### config.mk
export PLATFORM = sky130hd
export DESIGN_NAME = snfr_feature_regs
export DESIGN_NICKNAME = d
export VERILOG_FILES = /design/src/snfr_pin_sync.v /design/src/snfr_feature_regs.v
export VERILOG_INCLUDE_DIRS = /design/src
export SDC_FILE = /design/constraint.sdc
export NUM_CORES = 1
export LEC_CHECK = 0
export BUFFER_PORTS_ARGS = -buffer_cell sky130_fd_sc_hd__buf_2
export CORE_UTILIZATION = 40
export DETAILED_ROUTE_END_ITERATION = 10
export GPL_ROUTABILITY_DRIVEN = 0
export PLACE_DENSITY = 0.57
export SETUP_SLACK_MARGIN = 0.4
export SYNTH_ARGS = -nofsm -noshare
export SYNTH_HDL_FRONTEND = slang
export SYNTH_SLANG_ARGS = --single-unit
### constraint.sdc
create_clock -name clock -period 3.1 [get_ports clock]
set_input_delay 0.775 -clock clock [delete_from_list [all_inputs] [get_ports clock]]
set_output_delay 0.775 -clock clock [all_outputs]
set_load 0.01 [all_outputs]
### src/snfr_defines.vh
// Feature register constants: addresses, bit positions, reset values, opcodes
`ifndef SNFR_DEFINES_VH
`define SNFR_DEFINES_VH

// Feature addresses
`define SNFR_ADDR_LOCK        8'hA0
`define SNFR_ADDR_CFG         8'hB0
`define SNFR_ADDR_STATUS      8'hC0

// Serial opcodes
`define SNFR_OP_SET_FEATURE   8'h1F
`define SNFR_OP_GET_FEATURE   8'h0F
`define SNFR_OP_WRITE_ENABLE  8'h06
`define SNFR_OP_WRITE_DISABLE 8'h04
`define SNFR_OP_PROTECT_EXEC  8'h2A

// Lock byte fields
`define SNFR_LOCK_GUARD_BIT   7
`define SNFR_LOCK_RANGE_HI    5
`define SNFR_LOCK_RANGE_LO    3
`define SNFR_LOCK_GUARD_RST   1'h0
`define SNFR_LOCK_RANGE_RST   3'h7

// Configuration byte fields
`define SNFR_CFG_PPAGE_BIT    6
`define SNFR_CFG_ECC_BIT      4
`define SNFR_CFG_PROT_BIT     2
`define SNFR_CFG_FAST_BIT     1
`define SNFR_CFG_HOLD_BIT     0
`define SNFR_CFG_PPAGE_RST    1'h0
`define SNFR_CFG_ECC_RST      1'h1
`define SNFR_CFG_PROT_RST     1'h0
`define SNFR_CFG_FAST_RST     1'h1
`define SNFR_CFG_HOLD_RST     1'h0

// Status byte fields
`define SNFR_STAT_ECC_HI      5
`define SNFR_STAT_ECC_LO      4
`define SNFR_STAT_PFAIL_BIT   3
`define SNFR_STAT_EFAIL_BIT   2
`define SNFR_STAT_WPL_BIT     1
`define SNFR_STAT_BUSY_BIT    0
`define SNFR_WPL_RST          1'h0

// Correction result codes
`define SNFR_ECC_CLEAN        2'h0
`define SNFR_ECC_FIXED_LOW    2'h1
`define SNFR_ECC_UNFIXABLE    2'h2
`define SNFR_ECC_FIXED_HIGH   2'h3

// Array size used for the lock boundary
`define SNFR_BLOCK_COUNT      12'h800

`endif

### src/snfr_pin_sync.v
// Three-stage pin synchroniser with agreement filter, one lane per bit
`timescale 1ns/1ps
module snfr_pin_sync #(
  parameter       WIDTH     = 4,
  parameter [3:0] RESET_VAL = 4'h0
) (
  input  wire             clock,
  input  wire             reset,
  input  wire [WIDTH-1:0] pin_in,
  output wire [WIDTH-1:0] pin_out
);

  genvar g;
  // ************************************************************
  // Per-lane flip-flop chain
  // ************************************************************
  generate
    for (g = 0; g < WIDTH; g = g + 1) begin : g_lane
      reg s1_q;
      reg s2_q;
      reg s3_q;
      reg out_q;
      // First stage feeds only the second stage
      always @(posedge clock or posedge reset) begin
        if (reset) begin
          s1_q  <= RESET_VAL[g];
          s2_q  <= RESET_VAL[g];
          s3_q  <= RESET_VAL[g];
          out_q <= RESET_VAL[g];
        end else begin
          s1_q <= pin_in[g];
          s2_q <= s1_q;
          s3_q <= s2_q;
          if (s2_q == s3_q) begin
            out_q <= s3_q; // Accept once stages two and three agree
          end
        end
      end
      assign pin_out[g] = out_q;
    end
  endgenerate

endmodule // snfr_pin_sync

### src/snfr_feature_regs.v
// Serial NAND feature register bank with its serial command front end
`timescale 1ns/1ps
`include "snfr_defines.vh"
module snfr_feature_regs (
  input  wire        clock,
  input  wire        reset,
  input  wire        spi_cs_n,
  input  wire        spi_sck,
  input  wire        spi_si,
  output wire        spi_so,
  output wire        spi_so_oe_n,
  input  wire        wp_n,
  input  wire        op_busy,
  input  wire        prog_done,
  input  wire        prog_fail,
  input  wire        erase_done,
  input  wire        erase_fail,
  input  wire        cmd_accepted,
  input  wire        ecc_done,
  input  wire        ecc_uncorrectable,
  input  wire [3:0]  ecc_flip_count,
  input  wire [3:0]  ecc_threshold,
  output wire [7:0]  cmd_opcode,
  output wire        cmd_valid,
  output wire        protect_exec_ok,
  output wire        param_page_mode,
  output wire        ecc_enable,
  output wire        fast_read_mode,
  output wire        hold_disable,
  output wire        write_permit_latch,
  output wire [11:0] lock_first_block
);
  // ************************************************************
  // Frame state codes
  // ************************************************************
  localparam [2:0] ST_OPC  = 3'h0;
  localparam [2:0] ST_ADDR = 3'h1;
  localparam [2:0] ST_DATA = 3'h2;
  localparam [2:0] ST_OUT  = 3'h3;
  localparam [2:0] ST_SKIP = 3'h4;
  // ************************************************************
  // Pin synchronisers and serial clock edges
  // ************************************************************
  wire       cs_n_s, sck_s, si_s, wp_n_s;
  wire       sck_rise, sck_fall;
  reg        sck_prev_q;
  // Chip select and write protect idle high
  snfr_pin_sync #(
    .WIDTH     (4),
    .RESET_VAL (4'h9)
  ) u_sync (
    .clock   (clock),
    .reset   (reset),
    .pin_in  ({wp_n, spi_si, spi_sck, spi_cs_n}),
    .pin_out ({wp_n_s, si_s, sck_s, cs_n_s})
  );
  // Previous serial clock level, idle low
  always @(posedge clock or posedge reset) begin
    if (reset) begin
      sck_prev_q <= 1'h0;
    end else begin
      sck_prev_q <= sck_s;
    end
  end
  assign sck_rise = ~cs_n_s & sck_s & ~sck_prev_q;
  assign sck_fall = ~cs_n_s & ~sck_s & sck_prev_q;
  // ************************************************************
  // Feature storage, receive path and frame state
  // ************************************************************
  reg        lock_guard_q, ppage_q, ecc_en_q, prot_arm_q, fast_q, hold_dis_q;
  reg        wpl_q, pfail_q, efail_q, cmd_valid_q, prot_ok_q, wr_pulse_q;
  reg  [1:0] ecc_code_q;
  reg  [2:0] lock_range_q, state_q, bit_cnt_q;
  reg  [7:0] rx_q, opc_q, addr_q, cmd_opc_q, wr_data_q;
  wire [7:0] rx_byte;
  wire       byte_end;
  assign rx_byte  = {rx_q[6:0], si_s};
  assign byte_end = sck_rise & (bit_cnt_q == 3'h7);
  always @(posedge clock or posedge reset) begin
    if (reset) begin
      rx_q      <= 8'h00;
      bit_cnt_q <= 3'h0;
    end else if (cs_n_s) begin
      bit_cnt_q <= 3'h0;
    end else if (sck_rise) begin
      rx_q      <= rx_byte;
      bit_cnt_q <= bit_cnt_q + 3'h1;
    end
  end

  // Frame sequencing by opcode
  always @(posedge clock or posedge reset) begin
    if (reset) begin
      state_q     <= ST_OPC;
      opc_q       <= 8'h00;
      addr_q      <= 8'h00;
      cmd_opc_q   <= 8'h00;
      cmd_valid_q <= 1'h0;
      prot_ok_q   <= 1'h0;
      wr_pulse_q  <= 1'h0;
      wr_data_q   <= 8'h00;
    end else begin
      cmd_valid_q <= 1'h0;
      prot_ok_q   <= 1'h0;
      wr_pulse_q  <= 1'h0;
      if (cs_n_s) begin
        state_q <= ST_OPC;
      end else if (byte_end) begin
        case (state_q)
          ST_OPC: begin
            opc_q       <= rx_byte;
            cmd_opc_q   <= rx_byte;
            cmd_valid_q <= 1'h1;
            prot_ok_q   <= (rx_byte == `SNFR_OP_PROTECT_EXEC) & prot_arm_q;
            // set and get take an address
            if ((rx_byte == `SNFR_OP_SET_FEATURE) ||
                (rx_byte == `SNFR_OP_GET_FEATURE)) begin
              state_q <= ST_ADDR;
            end else begin
              state_q <= ST_SKIP;
            end
          end
          ST_ADDR: begin
            addr_q  <= rx_byte;
            state_q <= (opc_q == `SNFR_OP_SET_FEATURE) ? ST_DATA : ST_OUT;
          end
          ST_DATA: begin
            wr_data_q  <= rx_byte;
            wr_pulse_q <= 1'h1;
            state_q    <= ST_SKIP;
          end
          ST_OUT:  state_q <= ST_OUT;
          ST_SKIP: state_q <= ST_SKIP;
          default: state_q <= ST_SKIP;
        endcase
      end
    end
  end

  // ************************************************************
  // Feature-set writes
  // ************************************************************
  wire lock_frozen;
  assign lock_frozen = lock_guard_q & ~wp_n_s;
  // only the power-up reset restores defaults
  always @(posedge clock or posedge reset) begin
    if (reset) begin
      lock_guard_q <= `SNFR_LOCK_GUARD_RST;
      lock_range_q <= `SNFR_LOCK_RANGE_RST;
      ppage_q      <= `SNFR_CFG_PPAGE_RST;
      ecc_en_q     <= `SNFR_CFG_ECC_RST;
      prot_arm_q   <= `SNFR_CFG_PROT_RST;
      fast_q       <= `SNFR_CFG_FAST_RST;
      hold_dis_q   <= `SNFR_CFG_HOLD_RST;
    end else if (wr_pulse_q) begin
      case (addr_q)
        `SNFR_ADDR_LOCK: begin
          if (!lock_frozen) begin
            lock_guard_q <= wr_data_q[`SNFR_LOCK_GUARD_BIT];
            lock_range_q <= wr_data_q[`SNFR_LOCK_RANGE_HI:`SNFR_LOCK_RANGE_LO];
          end
        end
        `SNFR_ADDR_CFG: begin
          ppage_q    <= wr_data_q[`SNFR_CFG_PPAGE_BIT];
          ecc_en_q   <= wr_data_q[`SNFR_CFG_ECC_BIT];
          prot_arm_q <= wr_data_q[`SNFR_CFG_PROT_BIT];
          fast_q     <= wr_data_q[`SNFR_CFG_FAST_BIT];
          hold_dis_q <= wr_data_q[`SNFR_CFG_HOLD_BIT];
        end
        // status and unknown addresses ignore writes
        default: ppage_q <= ppage_q;
      endcase
    end
  end

  // ************************************************************
  // Write permit latch, result flags and correction code
  // ************************************************************
  // only enable and disable opcodes
  always @(posedge clock or posedge reset) begin
    if (reset) begin
      wpl_q <= `SNFR_WPL_RST;
    end else if (cmd_valid_q) begin
      if (cmd_opc_q == `SNFR_OP_WRITE_ENABLE) begin
        wpl_q <= 1'h1;
      end else if (cmd_opc_q == `SNFR_OP_WRITE_DISABLE) begin
        wpl_q <= 1'h0;
      end
    end
  end
  always @(posedge clock or posedge reset) begin
    if (reset) begin
      pfail_q <= 1'h0;
      efail_q <= 1'h0;
    end else begin
      if (prog_done) begin
        pfail_q <= prog_fail;
      end else if (cmd_accepted) begin
        pfail_q <= 1'h0;
      end
      if (erase_done) begin
        efail_q <= erase_fail;
      end else if (cmd_accepted) begin
        efail_q <= 1'h0;
      end
    end
  end
  reg [1:0] ecc_code_d;
  always @* begin
    if (ecc_uncorrectable) begin
      ecc_code_d = `SNFR_ECC_UNFIXABLE;
    end else if (ecc_flip_count == 4'h0) begin
      ecc_code_d = `SNFR_ECC_CLEAN;
    end else if (ecc_flip_count < ecc_threshold) begin
      ecc_code_d = `SNFR_ECC_FIXED_LOW;
    end else begin
      ecc_code_d = `SNFR_ECC_FIXED_HIGH;
    end
  end
  always @(posedge clock or posedge reset) begin
    if (reset) begin
      ecc_code_q <= `SNFR_ECC_CLEAN;
    end else if (ecc_done && ecc_en_q) begin
      ecc_code_q <= ecc_code_d;
    end
  end

  // ************************************************************
  // Read-back byte selection
  // ************************************************************
  reg [7:0] rd_byte;
  always @* begin
    rd_byte = 8'h00;
    case (addr_q)
      `SNFR_ADDR_LOCK: begin
        rd_byte[`SNFR_LOCK_GUARD_BIT] = lock_guard_q;
        rd_byte[`SNFR_LOCK_RANGE_HI:`SNFR_LOCK_RANGE_LO] = lock_range_q;
      end
      `SNFR_ADDR_CFG: begin
        rd_byte[`SNFR_CFG_PPAGE_BIT] = ppage_q;
        rd_byte[`SNFR_CFG_ECC_BIT]   = ecc_en_q;
        rd_byte[`SNFR_CFG_PROT_BIT]  = prot_arm_q;
        rd_byte[`SNFR_CFG_FAST_BIT]  = fast_q;
        rd_byte[`SNFR_CFG_HOLD_BIT]  = hold_dis_q;
      end
      `SNFR_ADDR_STATUS: begin
        rd_byte[`SNFR_STAT_ECC_HI:`SNFR_STAT_ECC_LO] = ecc_code_q;
        rd_byte[`SNFR_STAT_PFAIL_BIT] = pfail_q;
        rd_byte[`SNFR_STAT_EFAIL_BIT] = efail_q;
        rd_byte[`SNFR_STAT_WPL_BIT]   = wpl_q;
        rd_byte[`SNFR_STAT_BUSY_BIT]  = op_busy;
      end
      default: rd_byte = 8'h00;
    endcase
  end

  // ************************************************************
  // Feature-get shifter
  // ************************************************************
  reg [6:0] tx_q;
  reg [2:0] tx_cnt_q;
  reg       so_q;
  reg       so_en_q;
  // reload a fresh byte every eight bits
  always @(posedge clock or posedge reset) begin
    if (reset) begin
      tx_q     <= 7'h00;
      tx_cnt_q <= 3'h0;
      so_q     <= 1'h0;
      so_en_q  <= 1'h0;
    end else if (cs_n_s) begin
      tx_cnt_q <= 3'h0;
      so_q     <= 1'h0;
      so_en_q  <= 1'h0;
    end else if (sck_fall && (state_q == ST_OUT)) begin
      so_en_q <= 1'h1;
      if (tx_cnt_q == 3'h0) begin
        so_q     <= rd_byte[7];
        tx_q     <= rd_byte[6:0];
        tx_cnt_q <= 3'h7;
      end else begin
        so_q     <= tx_q[6];
        tx_q     <= {tx_q[5:0], 1'h0};
        tx_cnt_q <= tx_cnt_q - 3'h1;
      end
    end
  end

  // ************************************************************
  // Lock boundary decode
  // ************************************************************
  reg [11:0] lock_first_d;
  // first locked block per range code
  always @* begin
    case (lock_range_q)
      3'h0:    lock_first_d = `SNFR_BLOCK_COUNT;
      3'h7:    lock_first_d = 12'h000;
      default: lock_first_d = `SNFR_BLOCK_COUNT - (`SNFR_BLOCK_COUNT >> (3'h7 - lock_range_q));
    endcase
  end
  // ************************************************************
  // Outputs
  // ************************************************************
  assign spi_so             = so_q;
  assign spi_so_oe_n        = ~so_en_q;
  assign cmd_opcode         = cmd_opc_q;
  assign cmd_valid          = cmd_valid_q;
  assign protect_exec_ok    = prot_ok_q;
  assign param_page_mode    = ppage_q;
  assign ecc_enable         = ecc_en_q;
  assign fast_read_mode     = fast_q;
  assign hold_disable       = hold_dis_q;
  assign write_permit_latch = wpl_q;
  assign lock_first_block   = lock_first_d;
endmodule // snfr_feature_regs

==> out/results.tsv <==
metric	value	unit
status	complete, but fails checks	
failing checks	design-rule violations	
Worst R2R Path Depth	4	
Core Util, Final	0.488	
Starting Density	0.420	
fraction of layout cells with a size suffix above 1	0.392	
relative slew slack	0.496	
DIE AREA	9690	um^2
Core Region	8850	um^2
Setup TNS Final	0	ns
Worst Setup End Kind	output pin	
Slew Viols, Final	0	
synthesized flop and latch total	83	
Setup WS pre-CTS	0.484	ns
max-cap viol count	0	
number of global-route vias before repair	2410	
Min-Delay Path Class	register to register	
VDD IR max	0.279	mV
DPL Wire Length	5.00	mm
Vias/cell	5.15	
largest net degree at the start of global routing	32	
Multi-input gate area	1540	um^2
Global Route Usage Sum	0.157	
mean routed wirelength per cell	14.8	um
clock tree from TritonCTS	yes	
CTS buffer count	9	
PortBufs	45	
Synth cell types	53	
Storage cell area	2090	um^2
Fill cells	855	
htree depth	3	
setup ws final	0.322	ns
CP required	2.32	ns
DRC	5	
initial DRC count	102	
later-pin clock latency in the skew report	0.35	ns
Detail Route Antenna Nets	0	
DRT Pass-1 Iters	10	
Setup violations, final	0	
Max FO, Critical Path	5	
GRT overflow	0	
Antenna Cells	0	
Post-synth EDFFs	0	
# hold bufs at CTS	0	
Primary FF master, synth	dfrtp_1	
asr flop ratio synth	1.00	
Synth Instances	303	
Tcrit/Tclk final	0.896	
Critical Path Start Type	register	
kind of critical path	register to output pin	
Leakage	2.02	nW
Critical Path AT	2.00	ns
Synth Cell Area	3720	um^2
Seq/Total Area, Yosys	0.563	
IO Count	51	
Final min period	2.78	ns
RSZ-0062 raised after global routing	true	
Worst Hold Depth	0	
final setup skew	0.0109	ns
final hold violation count	0	
Sink Count	83	
Layout Area Growth over Synthesis	16.0	%
Final Hold Slack	0.360	ns
R2R setup slack	1.01	ns
Fmax achieved	360	MHz
PD cells	481	nW/um^2
Root Driver	clkbuf_8	
via count	2436	
Worst-Margin Slew	0.745	ns
die height	98.4	um
Avg Inst Size Synth	12.3	um^2
clock tree buffer depth	2	
Nets	390	
Yosys warning count	0	
first-pass GRT wire length	11.9	mm
Rows	34	
initial antenna violation count	0	
die width	98.4	um
final wirelength	7.01	mm
Worst-path clk slew	0.09	ns
Yosys cell counts (3+ instances only):
cell | count | area (um^2)
inv_1 | 13 | 48.8
nor4b_1 | 4 | 35.0
a221oi_1 | 3 | 26.3
or3_1 | 3 | 18.8
nand2b_1 | 8 | 50.1
clkbuf_1 | 7 | 26.3
buf_4 | 6 | 45.0
a22oi_1 | 5 | 37.5
dfrtp_1 | 70 | 1750
mux2_2 | 43 | 484
nor2_1 | 14 | 52.6
nor2b_1 | 5 | 31.3
o21ai_0 | 13 | 65.1
nor4bb_1 | 3 | 30.0
ha_1 | 8 | 100
maj3_1 | 4 | 40.0
nor3_1 | 4 | 20.0
dfstp_2 | 13 | 342
nand3_1 | 7 | 35.0
nand2_1 | 24 | 90.1
a21oi_1 | 5 | 25.0
placed cells by master, fill, tap and decap left out, types with 7 or more instances in the layout:
cell	count
dfrtp_1	70
buf_2	45
mux2_2	43
nand2_1	24
nor2_1	14
o21ai_0	13
dfstp_2	13
inv_1	12
buf_4	12
clkbuf_8	10
nand3_1	7
nand2b_1	7
ha_1	7
critical path: stages (launching register included):
cell	delay, ns
dfstp_2	0.58
nand2b_1	0.08
or2_4	0.24
ha_4	0.18
mux2_2	0.27
o221ai_2	0.16
buf_2	0.16
registers in the layout, indices dropped and copies added, names as in the netlist, 2 cells and up:
register / cells
addr_q: 8
bit_cnt_q: 3
cmd_opcode: 8
ecc_code_q: 2
lock_range_q: 3
rx_q: 7
state_q: 3
tx_cnt_q: 3
tx_q: 7
u_sync.g_lane.out_q: 4
u_sync.g_lane.s1_q: 4
u_sync.g_lane.s2_q: 4
u_sync.g_lane.s3_q: 4
wr_data_q: 8
layout make-up:
type / count / area share
clock buffer: 11 / 0.0328
clock inverter: 5 / 0.00899
inverter: 13 / 0.0122
multi-input combinational: 196 / 0.357
sequential: 83 / 0.485
tap: 108 / 0.0313
timing repair buffer: 57 / 0.0730
routing by layer:
metal,part of all wire,vias to the layer above,GRT usage
met5,0,-,0
met4,0.0057,0,0.0413
met3,0.033,2,0.0433
met2,0.48,41,0.247
met1,0.48,1210,0.215
li1,-,1183,-
cells by family (layout without fill, tap and decap cells):
family,count (synthesis),count (layout),share of synthesized area
muxes,45,45,0.136
DFF,83,83,0.563
other,1,5,0.00101
and+or+nand+nor,90,90,0.146
buffers and inverters,28,86,0.0367
adders and majority gates,12,12,0.0377
xor gates and xnor gates,1,1,0.00235
AOI/OAI and AO/OA,43,43,0.0777
metrics by stage:
step | total power [W] | cells | area, um^2
floorplan | 0.00133 | 307 | 3740
finish | 0.00208 | 473 | 4320
global placement | 0.00139 | 450 | 4050
CTS | 0.00211 | 473 | 4300
global route | 0.00218 | 473 | 4320
detailed placement | 0.00140 | 450 | 4050
worst paths after layout:
path,startpoint,to
min,u_sync.g_lane[3].s1_q$_DFF_PP1_,u_sync.g_lane[3].s2_q$_DFF_PP1_
min in group asynchronous,reset,u_sync.g_lane[2].s3_q$_DFF_PP0_
min reg2reg,u_sync.g_lane[3].s1_q$_DFF_PP1_,u_sync.g_lane[3].s2_q$_DFF_PP1_
max reg2reg,addr_q[1]$_DFFE_PP0P_,lock_range_q[0]$_DFFE_PP1P_
max,lock_range_q[0]$_DFFE_PP1P_,lock_first_block[8]
max in group asynchronous,reset,u_sync.g_lane[3].out_q$_DFFE_PP1N_
report_power, final:
group	total (W)	internal (W)	switching, W	leakage (nW)
combinational	0.000131	0.0000720	0.0000589	0.860
sequential	0.00124	0.00115	0.0000933	1.07
clock	0.000705	0.000318	0.000388	0.0899
timing repair:
action | in CTS | in global routing
pin swaps | 1 | 1
setup buffers | 7 | 0
resized for setup | 4 | 2
setup endpoints to repair | 3 | 3
gates cloned | 0 | 0
Note: power is estimated with default switching activity, not from simulation.
